## config.mk

```make
export PLATFORM = sky130hd
export DESIGN_NAME = sfr_bus_register_bank
export DESIGN_NICKNAME = d
export VERILOG_FILES = /design/src/common/sfr_bank_pkg.sv /design/src/guarded_flag_reg.sv /design/src/sfr_bus_register_bank.sv
export SDC_FILE = /design/constraint.sdc
export NUM_CORES = 1
export LEC_CHECK = 0
export BUFFER_PORTS_ARGS = -buffer_cell sky130_fd_sc_hd__buf_4
export CORE_MARGIN = 2
export CORE_UTILIZATION = 55
export CTS_CLUSTER_SIZE = 12
export DETAILED_ROUTE_END_ITERATION = 8
export PLACE_DENSITY = 0.89
export RECOVER_POWER = 50
export SYNTH_ARGS = -nofsm -noshare
export SYNTH_HDL_FRONTEND = slang
export SYNTH_HIERARCHICAL = 1
export SYNTH_SLANG_ARGS = --single-unit
export TNS_END_PERCENT = 5
```

## constraint.sdc

```tcl
create_clock -name i_sys_clk -period 24 [get_ports i_sys_clk]
set_input_delay 2.4 -clock i_sys_clk [delete_from_list [all_inputs] [get_ports i_sys_clk]]
set_output_delay 2.4 -clock i_sys_clk [all_outputs]
set_load 0.05 [all_outputs]
```

## src/common/sfr_bank_pkg.sv

```systemverilog
// How it works
// - wide write stores low byte only
// - wide read: low byte valid, upper undefined
// - flag set during read-modify-write survives
// - timer, external, watchdog flags are guarded, except the timer2 external flag
// - reset cause shows exactly one bit
// - watchdog control resets E6 or E4
// - unimplemented bits reset zero, writes ignored
// - bus config loads 00000a11 from pin
// - internal code: config A FF, B 00
// - external code: bus ports push-pull
// - compatible status loads vector, flags cleared
// - timer01 control field layout at 410
// - timer2 control at 418, reset 00
// - timer2 mode layout at 419
// - timer01 mode nibbles per timer
// - toggle enables at bits 2 and 0
// - cause bits: watchdog, command, pin
package sfr_bank_pkg;
   localparam logic [10:0] A_COMPAT_STATUS = 11'h402;
   localparam logic [10:0] A_SEGMENT_SELECT = 11'h403;
   localparam logic [10:0] A_TIMER01_CONTROL = 11'h410;
   localparam logic [10:0] A_TIMER01_TOGGLE = 11'h411;
   localparam logic [10:0] A_TIMER2_CONTROL = 11'h418;
   localparam logic [10:0] A_TIMER2_MODE = 11'h419;
   localparam logic [10:0] A_WATCHDOG_CONTROL = 11'h41F;
   localparam logic [10:0] A_SOFT_IRQ_REQUEST = 11'h42A;
   localparam logic [10:0] A_SYSTEM_CONFIG = 11'h440;
   localparam logic [10:0] A_TIMER0_LOW = 11'h450;
   localparam logic [10:0] A_TIMER0_HIGH = 11'h451;
   localparam logic [10:0] A_TIMER1_LOW = 11'h452;
   localparam logic [10:0] A_TIMER1_HIGH = 11'h453;
   localparam logic [10:0] A_TIMER2_LOW = 11'h458;
   localparam logic [10:0] A_TIMER2_HIGH = 11'h459;
   localparam logic [10:0] A_CAPTURE_LOW = 11'h45A;
   localparam logic [10:0] A_CAPTURE_HIGH = 11'h45B;
   localparam logic [10:0] A_TIMER01_MODE = 11'h45C;
   localparam logic [10:0] A_FEED_FIRST = 11'h45D;
   localparam logic [10:0] A_FEED_SECOND = 11'h45E;
   localparam logic [10:0] A_WATCHDOG_RELOAD = 11'h45F;
   localparam logic [10:0] A_RESET_CAUSE = 11'h463;
   localparam logic [10:0] A_UART1_ADDR_MASK = 11'h466;
   localparam logic [10:0] A_BUS_CONFIG = 11'h46A;
   localparam logic [10:0] A_CONFIG_A_BASE = 11'h470;
   localparam logic [10:0] A_CONFIG_B_BASE = 11'h4F0;
   localparam logic [10:0] A_SOFT_IRQ_ENABLE = 11'h47A;
   localparam int NUM_PORTS = 7;
   // implemented-bit masks
   localparam logic [7:0] M_SYSTEM_CONFIG = 8'h0F;
   localparam logic [7:0] M_SOFT_IRQ = 8'h7F;
   localparam logic [7:0] M_TIMER2_MODE = 8'h33;
   localparam logic [7:0] M_TIMER01_TOGGLE = 8'h05;
   localparam logic [7:0] M_WATCHDOG_CONTROL = 8'hE6;
   localparam logic [7:0] M_FULL = 8'hFF;
   // guarded flag masks
   localparam logic [7:0] G_TIMER01_CONTROL = 8'hAA;
   localparam logic [7:0] G_TIMER2_CONTROL = 8'h80;
   localparam logic [7:0] G_WATCHDOG_CONTROL = 8'h02;
   // field positions
   localparam int B_TIMER1_OVERFLOW = 7;
   localparam int B_TIMER0_OVERFLOW = 5;
   localparam int B_EXT1_FLAG = 3;
   localparam int B_EXT0_FLAG = 1;
   localparam int B_TIMER2_OVERFLOW = 7;
   localparam int B_TIMER2_EXTERNAL_FLAG = 6;
   localparam int B_WATCHDOG_TIMEOUT = 1;
   localparam int B_CAUSE_WATCHDOG = 2;
   localparam int B_CAUSE_COMMAND = 1;
   localparam int B_CAUSE_EXTERNAL_PIN = 0;
   localparam int B_BUS_WIDTH = 2;
   // reset and load values
   localparam logic [7:0] R_ZERO = 8'h00;
   localparam logic [7:0] R_WATCHDOG_OTHER = 8'hE4;
   localparam logic [7:0] R_WATCHDOG_DOG = 8'hE6;
   localparam logic [7:0] R_BUS_CONFIG = 8'h03;
   localparam logic [7:0] R_CONFIG_A_QUASI = 8'hFF;
   localparam logic [7:0] R_CONFIG_B_QUASI = 8'h00;
   localparam logic [7:0] R_CONFIG_A_PUSH = 8'hFF;
   localparam logic [7:0] R_CONFIG_B_PUSH = 8'hFF;
   localparam logic [6:0] EXT_BUS_PORTS = 7'h05;
   localparam logic [7:0] COMPAT_KEEP_MASK = 8'hDC;
   // cycles from reset release to the strap load (synchroniser depth)
   localparam logic [1:0] INIT_CYCLES = 2'h2;
endpackage

```

## src/guarded_flag_reg.sv

```systemverilog
`timescale 1ns/10ps
`default_nettype none
module guarded_flag_reg #(
   parameter logic [7:0] IMPL_MASK = 8'hFF,
   parameter logic [7:0] GUARD_MASK = 8'h00
) (
   input wire logic i_sys_clk,
   input wire logic i_reset,
   input wire logic i_load,
   input wire logic [7:0] i_load_value,
   input wire logic i_rd_hit,
   input wire logic i_wr_hit,
   input wire logic [7:0] i_wdata,
   input wire logic [7:0] i_hw_set,
   output logic [7:0] o_value
);
   typedef struct packed {
      logic [7:0] value;
      logic [7:0] pending;
      logic armed;
   } guard_t;
   guard_t q;
   guard_t next_q;

   always_comb begin
      next_q = q;
      if (i_load) begin
         next_q.value = i_load_value & IMPL_MASK;
      end else if (i_wr_hit) begin
         // sets of guarded bits seen since the read phase survive the write phase
         next_q.value = (i_wdata & IMPL_MASK) | (q.pending & GUARD_MASK)
            | (i_hw_set & IMPL_MASK);
      end else begin
         next_q.value = q.value | (i_hw_set & IMPL_MASK);
      end
      if (i_rd_hit) begin
         next_q.armed = 1'b1;
         next_q.pending = i_hw_set & GUARD_MASK;
      end else if (i_wr_hit || i_load) begin
         // plain writes with no read before them clear freely
         next_q.armed = 1'b0;
         next_q.pending = 8'h00;
      end else if (q.armed) begin
         next_q.pending = q.pending | (i_hw_set & GUARD_MASK);
      end
   end

   always_ff @(posedge i_sys_clk or posedge i_reset) begin
      if (i_reset) begin
         q <= '0;
      end else begin
         q <= next_q;
      end
   end

   assign o_value = q.value;
endmodule
`default_nettype wire

```

## src/sfr_bus_register_bank.sv

```systemverilog
`timescale 1ns/10ps
`default_nettype none
module sfr_bus_register_bank (
   input wire logic i_sys_clk,
   input wire logic i_reset,
   input wire logic [10:0] i_addr,
   input wire logic i_rd_en,
   input wire logic i_wr_en,
   input wire logic i_wide,
   input wire logic [15:0] i_wdata,
   input wire logic i_cause_watchdog,
   input wire logic i_cause_command,
   input wire logic i_cause_external_pin,
   input wire logic [7:0] i_vector_status,
   input wire logic i_bus_width_pin,
   input wire logic i_external_code_select_pin,
   input wire logic i_timer1_overflow,
   input wire logic i_timer0_overflow,
   input wire logic i_ext1_flag,
   input wire logic i_ext0_flag,
   input wire logic i_timer2_overflow,
   input wire logic i_timer2_external_flag,
   input wire logic i_watchdog_timeout_flag,
   output logic [15:0] o_rdata,
   output logic o_rd_valid,
   output logic o_init_done,
   output logic [7:0] o_timer01_control,
   output logic [7:0] o_timer01_toggle_status,
   output logic [7:0] o_timer2_control,
   output logic [7:0] o_timer2_mode,
   output logic [7:0] o_timer01_mode,
   output logic [7:0] o_watchdog_control,
   output logic [7:0] o_watchdog_reload,
   output logic o_watchdog_feed_first,
   output logic o_watchdog_feed_second,
   output logic [7:0] o_segment_select,
   output logic [7:0] o_soft_irq_request,
   output logic [7:0] o_soft_irq_enable,
   output logic [7:0] o_system_config,
   output logic [7:0] o_uart1_addr_mask,
   output logic [2:0] o_reset_cause,
   output logic [7:0] o_bus_config,
   output logic [7:0] o_compat_status,
   output logic [55:0] o_port_config_a,
   output logic [55:0] o_port_config_b
);
   typedef struct packed {
      logic [1:0] init_cnt;
      logic init_done;
      logic [1:0] bus_width_sync;
      logic [1:0] ext_code_sync;
      logic [7:0] segment_select;
      logic [7:0] timer01_toggle;
      logic [7:0] timer2_mode;
      logic [7:0] soft_irq_request;
      logic [7:0] soft_irq_enable;
      logic [7:0] system_config;
      logic [7:0] timer01_mode;
      logic [7:0] watchdog_reload;
      logic [7:0] uart1_addr_mask;
      logic [7:0][7:0] counts;
      logic [2:0] reset_cause;
      logic [7:0] bus_config;
      logic [7:0] compat_status;
      logic [6:0][7:0] cfg_a;
      logic [6:0][7:0] cfg_b;
      logic [15:0] rdata;
      logic rd_valid;
      logic feed_first;
      logic feed_second;
   } state_t;
   state_t q;
   state_t next_q;

   logic [7:0] wbyte;
   logic init_load;
   logic [7:0] wd_load;
   logic rd_t01_ctl, wr_t01_ctl, rd_t2_ctl, wr_t2_ctl, rd_wd_ctl, wr_wd_ctl;
   logic [7:0] t01_ctl_set, t2_ctl_set, wd_ctl_set;
   logic [7:0] t01_ctl_q, t2_ctl_q, wd_ctl_q;
   logic [7:0] rd_byte;
   logic [2:0] port_idx;
   logic cfg_a_hit, cfg_b_hit;
   logic [3:0] count_idx;

   // the port is a byte: the upper write byte is dropped
   assign wbyte = i_wdata[7:0];
   assign init_load = !q.init_done && (q.init_cnt == sfr_bank_pkg::INIT_CYCLES);
   assign wd_load = i_cause_watchdog ? sfr_bank_pkg::R_WATCHDOG_DOG
                                     : sfr_bank_pkg::R_WATCHDOG_OTHER;
   assign rd_t01_ctl = i_rd_en && (i_addr == sfr_bank_pkg::A_TIMER01_CONTROL);
   assign wr_t01_ctl = i_wr_en && (i_addr == sfr_bank_pkg::A_TIMER01_CONTROL);
   assign rd_t2_ctl = i_rd_en && (i_addr == sfr_bank_pkg::A_TIMER2_CONTROL);
   assign wr_t2_ctl = i_wr_en && (i_addr == sfr_bank_pkg::A_TIMER2_CONTROL);
   assign rd_wd_ctl = i_rd_en && (i_addr == sfr_bank_pkg::A_WATCHDOG_CONTROL);
   assign wr_wd_ctl = i_wr_en && (i_addr == sfr_bank_pkg::A_WATCHDOG_CONTROL);
   assign port_idx = i_addr[2:0];
   assign cfg_a_hit = (i_addr[10:3] == sfr_bank_pkg::A_CONFIG_A_BASE[10:3])
                      && (port_idx != 3'h7);
   assign cfg_b_hit = (i_addr[10:3] == sfr_bank_pkg::A_CONFIG_B_BASE[10:3])
                      && (port_idx != 3'h7);

   always_comb begin
      t01_ctl_set = 8'h00;
      t01_ctl_set[sfr_bank_pkg::B_TIMER1_OVERFLOW] = i_timer1_overflow;
      t01_ctl_set[sfr_bank_pkg::B_TIMER0_OVERFLOW] = i_timer0_overflow;
      t01_ctl_set[sfr_bank_pkg::B_EXT1_FLAG] = i_ext1_flag;
      t01_ctl_set[sfr_bank_pkg::B_EXT0_FLAG] = i_ext0_flag;
      t2_ctl_set = 8'h00;
      t2_ctl_set[sfr_bank_pkg::B_TIMER2_OVERFLOW] = i_timer2_overflow;
      t2_ctl_set[sfr_bank_pkg::B_TIMER2_EXTERNAL_FLAG] = i_timer2_external_flag;
      wd_ctl_set = 8'h00;
      wd_ctl_set[sfr_bank_pkg::B_WATCHDOG_TIMEOUT] = i_watchdog_timeout_flag;
   end

   // guarded flags live in these three; all other registers are plain fields of the state struct
   guarded_flag_reg #(
      .IMPL_MASK(sfr_bank_pkg::M_FULL),
      .GUARD_MASK(sfr_bank_pkg::G_TIMER01_CONTROL)
   ) u_t01_ctl (
      .i_sys_clk(i_sys_clk),
      .i_reset(i_reset),
      .i_load(1'b0),
      .i_load_value(sfr_bank_pkg::R_ZERO),
      .i_rd_hit(rd_t01_ctl),
      .i_wr_hit(wr_t01_ctl),
      .i_wdata(wbyte),
      .i_hw_set(t01_ctl_set),
      .o_value(t01_ctl_q)
   );
   guarded_flag_reg #(
      .IMPL_MASK(sfr_bank_pkg::M_FULL),
      .GUARD_MASK(sfr_bank_pkg::G_TIMER2_CONTROL)
   ) u_t2_ctl (
      .i_sys_clk(i_sys_clk),
      .i_reset(i_reset),
      .i_load(1'b0),
      .i_load_value(sfr_bank_pkg::R_ZERO),
      .i_rd_hit(rd_t2_ctl),
      .i_wr_hit(wr_t2_ctl),
      .i_wdata(wbyte),
      .i_hw_set(t2_ctl_set),
      .o_value(t2_ctl_q)
   );
   // async reset gives zero; the cause-dependent value lands at init
   guarded_flag_reg #(
      .IMPL_MASK(sfr_bank_pkg::M_WATCHDOG_CONTROL),
      .GUARD_MASK(sfr_bank_pkg::G_WATCHDOG_CONTROL)
   ) u_wd_ctl (
      .i_sys_clk(i_sys_clk),
      .i_reset(i_reset),
      .i_load(init_load),
      .i_load_value(wd_load),
      .i_rd_hit(rd_wd_ctl),
      .i_wr_hit(wr_wd_ctl),
      .i_wdata(wbyte),
      .i_hw_set(wd_ctl_set),
      .o_value(wd_ctl_q)
   );

   // timer count bytes: 450-453 then 458-45B
   always_comb begin
      count_idx = 4'hF;
      unique case (i_addr)
         sfr_bank_pkg::A_TIMER0_LOW: count_idx = 4'h0;
         sfr_bank_pkg::A_TIMER0_HIGH: count_idx = 4'h1;
         sfr_bank_pkg::A_TIMER1_LOW: count_idx = 4'h2;
         sfr_bank_pkg::A_TIMER1_HIGH: count_idx = 4'h3;
         sfr_bank_pkg::A_TIMER2_LOW: count_idx = 4'h4;
         sfr_bank_pkg::A_TIMER2_HIGH: count_idx = 4'h5;
         sfr_bank_pkg::A_CAPTURE_LOW: count_idx = 4'h6;
         sfr_bank_pkg::A_CAPTURE_HIGH: count_idx = 4'h7;
         default: count_idx = 4'hF;
      endcase
   end

   // unimplemented bits read zero: one legal value of "unknown"
   always_comb begin
      rd_byte = 8'h00;
      if (cfg_a_hit) begin
         rd_byte = q.cfg_a[port_idx];
      end else if (cfg_b_hit) begin
         rd_byte = q.cfg_b[port_idx];
      end else if (!count_idx[3]) begin
         rd_byte = q.counts[count_idx[2:0]];
      end else begin
         unique case (i_addr)
            sfr_bank_pkg::A_COMPAT_STATUS: rd_byte = q.compat_status;
            sfr_bank_pkg::A_SEGMENT_SELECT: rd_byte = q.segment_select;
            sfr_bank_pkg::A_TIMER01_CONTROL: rd_byte = t01_ctl_q;
            sfr_bank_pkg::A_TIMER01_TOGGLE: rd_byte = q.timer01_toggle;
            sfr_bank_pkg::A_TIMER2_CONTROL: rd_byte = t2_ctl_q;
            sfr_bank_pkg::A_TIMER2_MODE: rd_byte = q.timer2_mode;
            sfr_bank_pkg::A_WATCHDOG_CONTROL: rd_byte = wd_ctl_q;
            sfr_bank_pkg::A_SOFT_IRQ_REQUEST: rd_byte = q.soft_irq_request;
            sfr_bank_pkg::A_SYSTEM_CONFIG: rd_byte = q.system_config;
            sfr_bank_pkg::A_TIMER01_MODE: rd_byte = q.timer01_mode;
            sfr_bank_pkg::A_WATCHDOG_RELOAD: rd_byte = q.watchdog_reload;
            sfr_bank_pkg::A_RESET_CAUSE: rd_byte = {5'h00, q.reset_cause};
            sfr_bank_pkg::A_UART1_ADDR_MASK: rd_byte = q.uart1_addr_mask;
            sfr_bank_pkg::A_BUS_CONFIG: rd_byte = q.bus_config;
            sfr_bank_pkg::A_SOFT_IRQ_ENABLE: rd_byte = q.soft_irq_enable;
            default: rd_byte = 8'h00;
         endcase
      end
   end

   always_comb begin
      next_q = q;
      next_q.bus_width_sync = {q.bus_width_sync[0], i_bus_width_pin};
      next_q.ext_code_sync = {q.ext_code_sync[0], i_external_code_select_pin};
      next_q.feed_first = 1'b0;
      next_q.feed_second = 1'b0;
      next_q.rd_valid = i_rd_en;
      if (i_rd_en) begin
         next_q.rdata = {8'h00, rd_byte};
      end
      if (i_wr_en) begin
         if (cfg_a_hit) begin
            next_q.cfg_a[port_idx] = wbyte;
         end
         if (cfg_b_hit) begin
            next_q.cfg_b[port_idx] = wbyte;
         end
         if (!count_idx[3]) begin
            next_q.counts[count_idx[2:0]] = wbyte;
         end
         unique case (i_addr)
            sfr_bank_pkg::A_COMPAT_STATUS: next_q.compat_status = wbyte;
            sfr_bank_pkg::A_SEGMENT_SELECT: next_q.segment_select = wbyte;
            sfr_bank_pkg::A_TIMER01_TOGGLE:
               next_q.timer01_toggle = wbyte & sfr_bank_pkg::M_TIMER01_TOGGLE;
            sfr_bank_pkg::A_TIMER2_MODE:
               next_q.timer2_mode = wbyte & sfr_bank_pkg::M_TIMER2_MODE;
            sfr_bank_pkg::A_SOFT_IRQ_REQUEST:
               next_q.soft_irq_request = wbyte & sfr_bank_pkg::M_SOFT_IRQ;
            sfr_bank_pkg::A_SYSTEM_CONFIG:
               next_q.system_config = wbyte & sfr_bank_pkg::M_SYSTEM_CONFIG;
            sfr_bank_pkg::A_TIMER01_MODE: next_q.timer01_mode = wbyte;
            sfr_bank_pkg::A_WATCHDOG_RELOAD: next_q.watchdog_reload = wbyte;
            sfr_bank_pkg::A_FEED_FIRST: next_q.feed_first = 1'b1;
            sfr_bank_pkg::A_FEED_SECOND: next_q.feed_second = 1'b1;
            sfr_bank_pkg::A_UART1_ADDR_MASK: next_q.uart1_addr_mask = wbyte;
            sfr_bank_pkg::A_BUS_CONFIG: next_q.bus_config = wbyte;
            sfr_bank_pkg::A_SOFT_IRQ_ENABLE:
               next_q.soft_irq_enable = wbyte & sfr_bank_pkg::M_SOFT_IRQ;
            default: next_q.segment_select = next_q.segment_select;
         endcase
      end
      // straps are read only after two sync stages have settled
      if (!q.init_done) begin
         next_q.init_cnt = q.init_cnt + 2'h1;
      end
      if (init_load) begin
         next_q.init_done = 1'b1;
         // priority keeps the cause one-hot even if several are raised
         next_q.reset_cause = 3'h0;
         if (i_cause_watchdog) begin
            next_q.reset_cause[sfr_bank_pkg::B_CAUSE_WATCHDOG] = 1'b1;
         end else if (i_cause_command) begin
            next_q.reset_cause[sfr_bank_pkg::B_CAUSE_COMMAND] = 1'b1;
         end else begin
            next_q.reset_cause[sfr_bank_pkg::B_CAUSE_EXTERNAL_PIN] = 1'b1;
         end
         next_q.bus_config = sfr_bank_pkg::R_BUS_CONFIG;
         next_q.bus_config[sfr_bank_pkg::B_BUS_WIDTH] = q.bus_width_sync[1];
         next_q.compat_status = i_vector_status
                                & sfr_bank_pkg::COMPAT_KEEP_MASK;
         for (int p = 0; p < sfr_bank_pkg::NUM_PORTS; p++) begin
            if (q.ext_code_sync[1] && sfr_bank_pkg::EXT_BUS_PORTS[p]) begin
               next_q.cfg_a[p] = sfr_bank_pkg::R_CONFIG_A_PUSH;
               next_q.cfg_b[p] = sfr_bank_pkg::R_CONFIG_B_PUSH;
            end else begin
               next_q.cfg_a[p] = sfr_bank_pkg::R_CONFIG_A_QUASI;
               next_q.cfg_b[p] = sfr_bank_pkg::R_CONFIG_B_QUASI;
            end
         end
      end
   end

   always_ff @(posedge i_sys_clk or posedge i_reset) begin
      if (i_reset) begin
         q <= '0;
      end else begin
         q <= next_q;
      end
   end

   assign o_rdata = q.rdata;
   assign o_rd_valid = q.rd_valid;
   assign o_init_done = q.init_done;
   assign o_timer01_control = t01_ctl_q;
   assign o_timer01_toggle_status = q.timer01_toggle;
   assign o_timer2_control = t2_ctl_q;
   assign o_timer2_mode = q.timer2_mode;
   assign o_timer01_mode = q.timer01_mode;
   assign o_watchdog_control = wd_ctl_q;
   assign o_watchdog_reload = q.watchdog_reload;
   assign o_watchdog_feed_first = q.feed_first;
   assign o_watchdog_feed_second = q.feed_second;
   assign o_segment_select = q.segment_select;
   assign o_soft_irq_request = q.soft_irq_request;
   assign o_soft_irq_enable = q.soft_irq_enable;
   assign o_system_config = q.system_config;
   assign o_uart1_addr_mask = q.uart1_addr_mask;
   assign o_reset_cause = q.reset_cause;
   assign o_bus_config = q.bus_config;
   assign o_compat_status = q.compat_status;
   assign o_port_config_a = q.cfg_a;
   assign o_port_config_b = q.cfg_b;
endmodule
`default_nettype wire

```

==> impl_metrics.prom, run 1 <==
# TYPE chip_impl_metric gauge
chip_impl_info{name="most-common-layout-cells",value="299 x dfrtp_1, 238 x clkbuf_1, 168 x mux2_2"} 1
chip_impl_metric{name="post_synth.cell_area_avg",unit="um^2"} 11.0
chip_impl_metric{name="final_nets",unit=""} 1611
chip_impl_metric{name="total_power",unit="mW"} 1.13
chip_impl_metric{name="initial_core_util",unit=""} 0.563
chip_impl_metric{name="cts_made_buffers",unit=""} 34
chip_impl_info{name="clock-root-buffer",value="clkbuf_16"} 1
chip_impl_metric{name="clk_latency",unit="ns"} 0.53
chip_impl_info{name="status",value="finished, violations left"} 1
chip_impl_metric{name="dieArea",unit="um^2"} 31900
chip_impl_metric{name="hpwl",unit="mm"} 34.2
chip_impl_metric{name="design.core.area",unit="um^2"} 29800
chip_impl_metric{name="antenna_found_initial",unit=""} 2
chip_impl_metric{name="synthesis.yosys.warnings",unit=""} 6
chip_impl_metric{name="timing.critical_path.fanout_max",unit=""} 109
chip_impl_metric{name="timing.max_slew.rel_slack",unit=""} -2.22
chip_impl_metric{name="drtIter0Drc",unit=""} 1651
chip_impl_metric{name="area_delta_synth_final",unit="%"} 4.09
chip_impl_metric{name="timing.final.crit_share",unit=""} 0.359
chip_impl_metric{name="ys_seq_elements",unit=""} 299
chip_impl_info{name="setup_repair_after_global_routing_missed_its_margin",value="false"} 1
chip_impl_metric{name="pin_count_of_the_biggest_net_entering_global_routing",unit=""} 110
chip_impl_info{name="critical_path.endpoint_type",value="async pin"} 1
chip_impl_info{name="critical_path_class",value="in -> async"} 1
chip_impl_metric{name="power_density",unit="nW/um^2"} 64.7
chip_impl_metric{name="routed-via-count",unit=""} 12600
chip_impl_metric{name="finalHoldViolCount",unit=""} 0
chip_impl_metric{name="post-route-drc-count",unit=""} 0
chip_impl_metric{name="worst_slew_pin_slew",unit="ns"} 4.81
chip_impl_metric{name="synth_enable_flop_cells",unit=""} 0
chip_impl_metric{name="postCtsResizedCells",unit=""} 0
chip_impl_metric{name="wire_length_of_the_first_global_routing_pass",unit="mm"} 74.2
chip_impl_metric{name="postCtsSetupRepairBufs",unit=""} 0
chip_impl_info{name="ys.flop_type",value="dfrtp_1"} 1
chip_impl_metric{name="post_cts_hold_buffer_count",unit=""} 0
chip_impl_metric{name="htreeDepth",unit=""} 2
chip_impl_metric{name="register_area",unit="um^2"} 7480
chip_impl_metric{name="cp.required",unit="ns"} 23.69
chip_impl_metric{name="place.port_buffers",unit=""} 258
chip_impl_metric{name="timing.clock.skew",unit="ns"} 0.0204
chip_impl_metric{name="timing.final.crit_period",unit="ns"} 8.62
chip_impl_info{name="setup.worst_path.start_class",value="input pin"} 1
chip_impl_info{name="clock_tree_from_tritoncts",value="yes"} 1
chip_impl_metric{name="gr-usage-all-layers",unit=""} 0.311
chip_impl_metric{name="cap_violations",unit=""} 2
chip_impl_info{name="min-delay-path-class",value="reg -> reg"} 1
chip_impl_metric{name="syn_area",unit="um^2"} 16800
chip_impl_metric{name="totalWireLength",unit="mm"} 50.1
chip_impl_metric{name="multi_input_comb_area",unit="um^2"} 7170
chip_impl_metric{name="rows",unit=""} 63
chip_impl_metric{name="ir_worst_vdd",unit="uV"} 44.6
chip_impl_metric{name="fmax",unit="MHz"} 116
chip_impl_metric{name="cp_data_arrival_time",unit="ns"} 8.31
chip_impl_metric{name="gate_count_of_the_mapped_netlist",unit=""} 1525
chip_impl_metric{name="setup_tns",unit="ns"} 0
chip_impl_metric{name="reg2reg_setup_slack",unit="ns"} 21.05
chip_impl_metric{name="horiz_die_dim",unit="um"} 179
chip_impl_metric{name="drive_above_1_share",unit=""} 0.209
chip_impl_metric{name="cts_buffer_depth",unit=""} 3
chip_impl_metric{name="drv_slew",unit=""} 187
chip_impl_metric{name="num_ports",unit=""} 299
chip_impl_metric{name="numClockSinks",unit=""} 299
chip_impl_metric{name="seq_area_frac_synth",unit=""} 0.446
chip_impl_metric{name="global_route.overflow_total",unit=""} 0
chip_impl_metric{name="first_global_vias",unit=""} 12300
chip_impl_metric{name="worst_hold_slack",unit="ns"} 0.363
chip_impl_metric{name="detailedRoute.firstPassIterationCount",unit=""} 6
chip_impl_metric{name="gp_routability_congestion",unit=""} 0.939
chip_impl_metric{name="p_leak",unit="nW"} 7.58
chip_impl_info{name="violations",value="max-capacitance violations, max-slew violations"} 1
chip_impl_metric{name="filler_cell_count",unit=""} 2547
chip_impl_metric{name="post_synth_num_cell_types",unit=""} 84
chip_impl_metric{name="postRouteAntennaNets",unit=""} 0
chip_impl_metric{name="viasPerCell",unit=""} 6.38
chip_impl_metric{name="postSynth.asyncResetShare",unit=""} 1.00
chip_impl_metric{name="clkSlewWorstSetupHoldPaths",unit="ns"} 0.06
chip_impl_metric{name="post_drt_wl_per_cell",unit="um"} 25.4
chip_impl_metric{name="chipHeight",unit="um"} 179
chip_impl_info{name="layout.cells.most_common",value="dfrtp_1"} 1
chip_impl_metric{name="finalSetupViolCount",unit=""} 0
metal layers:
metal	vias to the layer above	global-route usage	wire, um
met4	0	0.146	2700
met2	827	0.493	23000
met1	6342	0.401	18700
li1	5215	-	-
met3	196	0.0784	5700
met5	-	0	0
sequential cells by signal (all words and copies together), names as in the netlist, 3 cells and up:
name / cells
o_system_config: 4
u_t01_ctl/o_value: 8
o_watchdog_reload: 8
o_port_config_b: 56
o_timer01_mode: 8
u_t2_ctl/o_value: 8
o_soft_irq_enable: 7
o_reset_cause: 3
o_compat_status: 8
o_soft_irq_request: 7
o_timer2_mode: 4
o_rdata: 8
o_uart1_addr_mask: 8
u_wd_ctl/o_value: 5
o_port_config_a: 56
q: 68
o_segment_select: 8
o_bus_config: 8
u_t01_ctl/q: 5
final cells by class:
| type | count | share of cell area |
|---|---|---|
| Antenna cell | 2 | 0.000287 |
| Clock buffer | 49 | 0.0531 |
| Clock inverter | 10 | 0.00602 |
| Inverter | 19 | 0.00416 |
| Multi-Input combinational cell | 932 | 0.411 |
| Sequential cell | 299 | 0.429 |
| Tap cell | 390 | 0.0280 |
| Timing Repair Buffer | 272 | 0.0686 |
where the power goes:
group          switching (mW)  leakage (nW)  internal (mW)
clock network           0.209         0.503          0.282
logic                  0.0907          3.38         0.0250
registers             0.00819          3.70          0.513
total                   0.308          7.58          0.820
worst paths after layout:
| path | start | to | depth (start not counted) |
|---|---|---|---|
| setup / recovery | i_reset | o_port_config_b[29] | 3 |
| hold / removal | next_q[289] | q[289] | 0 |
| setup reg to reg | q[291] | o_port_config_a[15] | 8 |
| hold reg to reg | next_q[289] | q[289] | 0 |
| max in group i_sys_clk | i_addr[0] | o_rdata[5] | 6 |
| min in group asynchronous | i_reset | u_wd_ctl/o_value[2] | 2 |
worst max-delay path, stage by stage:
cell and delay [ns]:
clkbuf_1 0.16, clkinvlp_2 2.65, clkbuf_1 3.00
cells in the mapped netlist (8+ instances only):
cell / count / area share
nor2_1: 72 / 0.016
nand3_1: 45 / 0.013
buf_4: 250 / 0.11
clkbuf_1: 52 / 0.012
inv_1: 19 / 0.0043
mux2_4: 8 / 0.0072
a211oi_1: 22 / 0.0099
and3_1: 10 / 0.0037
nand2b_1: 14 / 0.0052
nand2_1: 96 / 0.021
o211ai_1: 18 / 0.0081
a21oi_1: 35 / 0.010
nor3b_1: 9 / 0.0040
dfrtp_1: 299 / 0.45
mux2i_1: 112 / 0.067
a22oi_1: 17 / 0.0076
buf_2: 23 / 0.0069
mux4_2: 12 / 0.016
o31ai_1: 8 / 0.0036
nand4_1: 10 / 0.0037
o21ai_0: 28 / 0.0084
mux2_2: 168 / 0.11
nor2b_1: 17 / 0.0063
nor3_1: 31 / 0.0093
stage by stage:
step	area, um^2	setup slack [ns]	utilization	std cells
after floorplan	17000	14.19	-	1588
after global placement	17300	18.06	0.579	1912
after detailed placement	17300	17.83	0.579	1912
after CTS	18300	18.38	0.614	1971
after global routing	17400	14.08	0.586	1973
final	17400	15.38	0.586	1973
logic make-up (layout without fill, tap and decap cells):
group,count (synthesis),after routing,synth area share
compound gates,198,198,0.0885
xor+xnor,1,1,0.000523
fa+ha+maj,1,1,0.000746
buf+inv,357,350,0.140
flops,299,299,0.446
mux,302,302,0.204
other cells,3,68,0.000672
simple gates,364,364,0.118
Note: power is estimated with default switching activity, not from simulation.
==> run 2: changes to the inputs <==
- clock period: 24 -> 8.7 ns (I/O delays scaled with it)
==> run 2 against run 1 <==
  * Worst hold slack got worse by 0.019 ns
  * Largest cell class unchanged
  * Combinational power rose to 2.8 times the previous value
  * Global-route usage rose by 0.28 points
  * Sequential power rose to 2.8 times the previous value
  * Count of clock-buffer cells in the layout fell by 2
  * Critical path depth did not move
  * The flow still finishes with violations (max-capacitance violations, max-slew violations)
  * Design area fell by 0.42%
  * Total power rose to 2.7 times the previous value
==> impl_metrics.prom, run 2 (synthesized netlist as in run 1, its figures left out) <==
# TYPE chip_impl_metric gauge
chip_impl_metric{name="timing.critical_path.fanout_max",unit=""} 107
chip_impl_metric{name="dieArea",unit="um^2"} 31900
chip_impl_metric{name="totalWireLength",unit="mm"} 50.1
chip_impl_metric{name="finalHoldViolCount",unit=""} 0
chip_impl_info{name="clock_tree_from_tritoncts",value="yes"} 1
chip_impl_info{name="reg2reg_from",value="q[291]"} 1
chip_impl_metric{name="worst_hold_slack",unit="ns"} 0.344
chip_impl_metric{name="filler_cell_count",unit=""} 2535
chip_impl_info{name="regMostFlops",value="q"} 1
chip_impl_metric{name="p_comb_frac",unit=""} 0.106
chip_impl_metric{name="share_of_the_core_filled_with_cells_in_the_final_layout",unit=""} 0.583
chip_impl_metric{name="timing.final.crit_period",unit="ns"} 4.42
chip_impl_metric{name="htreeDepth",unit=""} 1
chip_impl_metric{name="cp_data_arrival_time",unit="ns"} 4.96
chip_impl_metric{name="cts_made_buffers",unit=""} 31
chip_impl_info{name="setup.worst_path.start_class",value="input pin"} 1
chip_impl_metric{name="routed-via-count",unit=""} 12600
chip_impl_metric{name="post-route-drc-count",unit=""} 0
chip_impl_metric{name="postCtsSetupRepairBufs",unit=""} 0
chip_impl_metric{name="postRouteAntennaNets",unit=""} 0
chip_impl_metric{name="drive_above_1_share",unit=""} 0.206
chip_impl_metric{name="final_nets",unit=""} 1610
chip_impl_metric{name="switching_share",unit=""} 0.269
chip_impl_metric{name="power_report.internal_total",unit="mW"} 2.21
chip_impl_metric{name="power_switching",unit="mW"} 0.814
chip_impl_metric{name="clk_latency",unit="ns"} 0.57
chip_impl_metric{name="antenna_found_initial",unit=""} 2
chip_impl_metric{name="timing.max_slew.rel_slack",unit=""} -2.24
chip_impl_metric{name="reg2reg_setup_slack",unit="ns"} 4.84
chip_impl_metric{name="seq_power_share",unit=""} 0.475
chip_impl_metric{name="design.core.area",unit="um^2"} 29800
chip_impl_info{name="clock-root-buffer",value="clkbuf_16"} 1
chip_impl_info{name="cell_with_the_largest_stage_delay_on_the_worst_path",value="clkinvlp_2"} 1
chip_impl_metric{name="timing.final.crit_share",unit=""} 0.508
chip_impl_metric{name="num_ports",unit=""} 299
chip_impl_metric{name="clkSlewWorstSetupHoldPaths",unit="ns"} 0.06
chip_impl_info{name="r2r_end",value="o_port_config_a[27]"} 1
chip_impl_metric{name="finalSetupViolCount",unit=""} 0
chip_impl_metric{name="detailedRoute.firstPassIterationCount",unit=""} 5
chip_impl_metric{name="postCtsResizedCells",unit=""} 0
chip_impl_info{name="critical_path.endpoint_type",value="async pin"} 1
chip_impl_metric{name="drv_slew",unit=""} 108
chip_impl_metric{name="place_inst",unit=""} 1914
chip_impl_info{name="violations",value="max-capacitance violations, max-slew violations"} 1
chip_impl_metric{name="cap_violations",unit=""} 1
chip_impl_metric{name="cp.required",unit="ns"} 9.24
chip_impl_metric{name="cts_buffer_depth",unit=""} 3
chip_impl_metric{name="post_drt_wl_per_cell",unit="um"} 25.5
chip_impl_metric{name="power_share_of_the_clock_group",unit=""} 0.419
chip_impl_metric{name="post_cts_hold_buffer_count",unit=""} 0
chip_impl_metric{name="finalNonFillerCells",unit=""} 1969
chip_impl_metric{name="timing.clock.skew",unit="ns"} 0.0130
chip_impl_metric{name="area_delta_synth_final",unit="%"} 3.65
chip_impl_metric{name="fmax",unit="MHz"} 226
chip_impl_metric{name="viasPerCell",unit=""} 6.39
chip_impl_metric{name="setup_tns",unit="ns"} 0
chip_impl_info{name="cpLargestDelayFamily",value="buffers and inverters"} 1
chip_impl_metric{name="hpwl",unit="mm"} 34.6
chip_impl_info{name="status",value="finished, violations left"} 1
chip_impl_info{name="path_cells",value="clkbuf_1, clkinvlp_2, buf_4"} 1
chip_impl_metric{name="gr-usage-all-layers",unit=""} 0.314
chip_impl_metric{name="initial_core_util",unit=""} 0.563
chip_impl_metric{name="drtIter0Drc",unit=""} 1780
chip_impl_info{name="layout.cells.most_common",value="dfrtp_1"} 1
chip_impl_metric{name="global_route.overflow_total",unit=""} 0
chip_impl_metric{name="gp_routability_congestion",unit=""} 0.963
chip_impl_metric{name="wire_length_of_the_first_global_routing_pass",unit="mm"} 75.5
chip_impl_metric{name="chipHeight",unit="um"} 179
chip_impl_metric{name="power_density",unit="nW/um^2"} 174
chip_impl_metric{name="p_leak",unit="nW"} 7.56
chip_impl_info{name="min-delay-path-class",value="in -> async"} 1
chip_impl_metric{name="place.port_buffers",unit=""} 258
chip_impl_metric{name="reg2regPathDepth",unit=""} 8
chip_impl_info{name="most-common-layout-cells",value="299 x dfrtp_1, 236 x clkbuf_1, 168 x mux2_2"} 1
chip_impl_metric{name="pin_count_of_the_biggest_net_entering_global_routing",unit=""} 108
chip_impl_metric{name="rows",unit=""} 63
chip_impl_metric{name="horiz_die_dim",unit="um"} 179
chip_impl_info{name="critical_path_class",value="in -> async"} 1
chip_impl_metric{name="post_placement_cell_area",unit="um^2"} 17300
chip_impl_metric{name="cp_num_buf_inv",unit=""} 3
chip_impl_info{name="setup_repair_after_global_routing_missed_its_margin",value="false"} 1
chip_impl_metric{name="numClockSinks",unit=""} 299
chip_impl_metric{name="worst_slew_pin_slew",unit="ns"} 4.84
chip_impl_metric{name="max_ffs_per_register",unit=""} 68
chip_impl_metric{name="final_design_area_no_fill",unit="um^2"} 17400
chip_impl_metric{name="ir_worst_vdd",unit="uV"} 157
chip_impl_metric{name="first_global_vias",unit=""} 12500
chip_impl_metric{name="timing.critical_path.slowest_cell_delay",unit="ns"} 2.70
-- run 2: metal layers --
layer | wire length, um | global-route usage | vias up
met3 | 6040 | 0.0799 | 187
met4 | 2400 | 0.134 | 0
met1 | 18400 | 0.405 | 6272
met2 | 23200 | 0.502 | 901
met5 | 0 | 0 | -
li1 | - | - | 5226
-- run 2: power by group through the flow --
stage	Combinational, mW	Clock [mW]	Sequential (mW)
after floorplan	0.272	0	1.45
after global placement	0.326	0	1.46
after detailed placement	0.332	0	1.46
after CTS	0.333	1.27	1.44
after global routing	0.338	1.33	1.44
final	0.319	1.27	1.44
-- run 2: per-stage QoR --
stage | power [mW] | worst slack [ns]
2_1_floorplan | 1.72 | 0.420
3_3_place_gp | 1.79 | 4.56
3_5_place_dp | 1.79 | 4.56
4_1_cts | 3.04 | 5.13
5_1_grt | 3.11 | 3.42
6_report | 3.03 | 4.28
-- run 2: layout make-up --
class | instances | area, um^2 | area share
timing repair buffer | 274 | 1210 | 0.0698
multi-input combinational | 932 | 7160 | 0.412
inverter | 19 | 72.6 | 0.00418
sequential | 299 | 7480 | 0.431
tap | 390 | 488 | 0.0281
antenna | 2 | 5.00 | 0.000288
clock inverter | 6 | 70.1 | 0.00403
clock buffer | 47 | 886 | 0.0510
-- run 2: how the worst max path moves through the flow --
stage,start,end,depth (start not counted)
floorplan,i_reset,next_q[287],1
global placement,i_addr[0],o_rdata[1],8
detailed placement,i_addr[0],o_rdata[1],8
CTS,i_addr[0],o_rdata[1],8
global route,i_reset,q[202],3
finish,i_reset,o_bus_config[2],3
-- run 2: worst reg2reg max path, stage by stage (launching register included) --
cell and delay, ns:
dfrtp_1 0.36, inv_1 0.06, ha_1 0.20, nand2b_1 0.07, clkbuf_1 0.86, inv_1 0.52
buf_4 0.53, a31oi_2 0.72, mux2_2 0.43
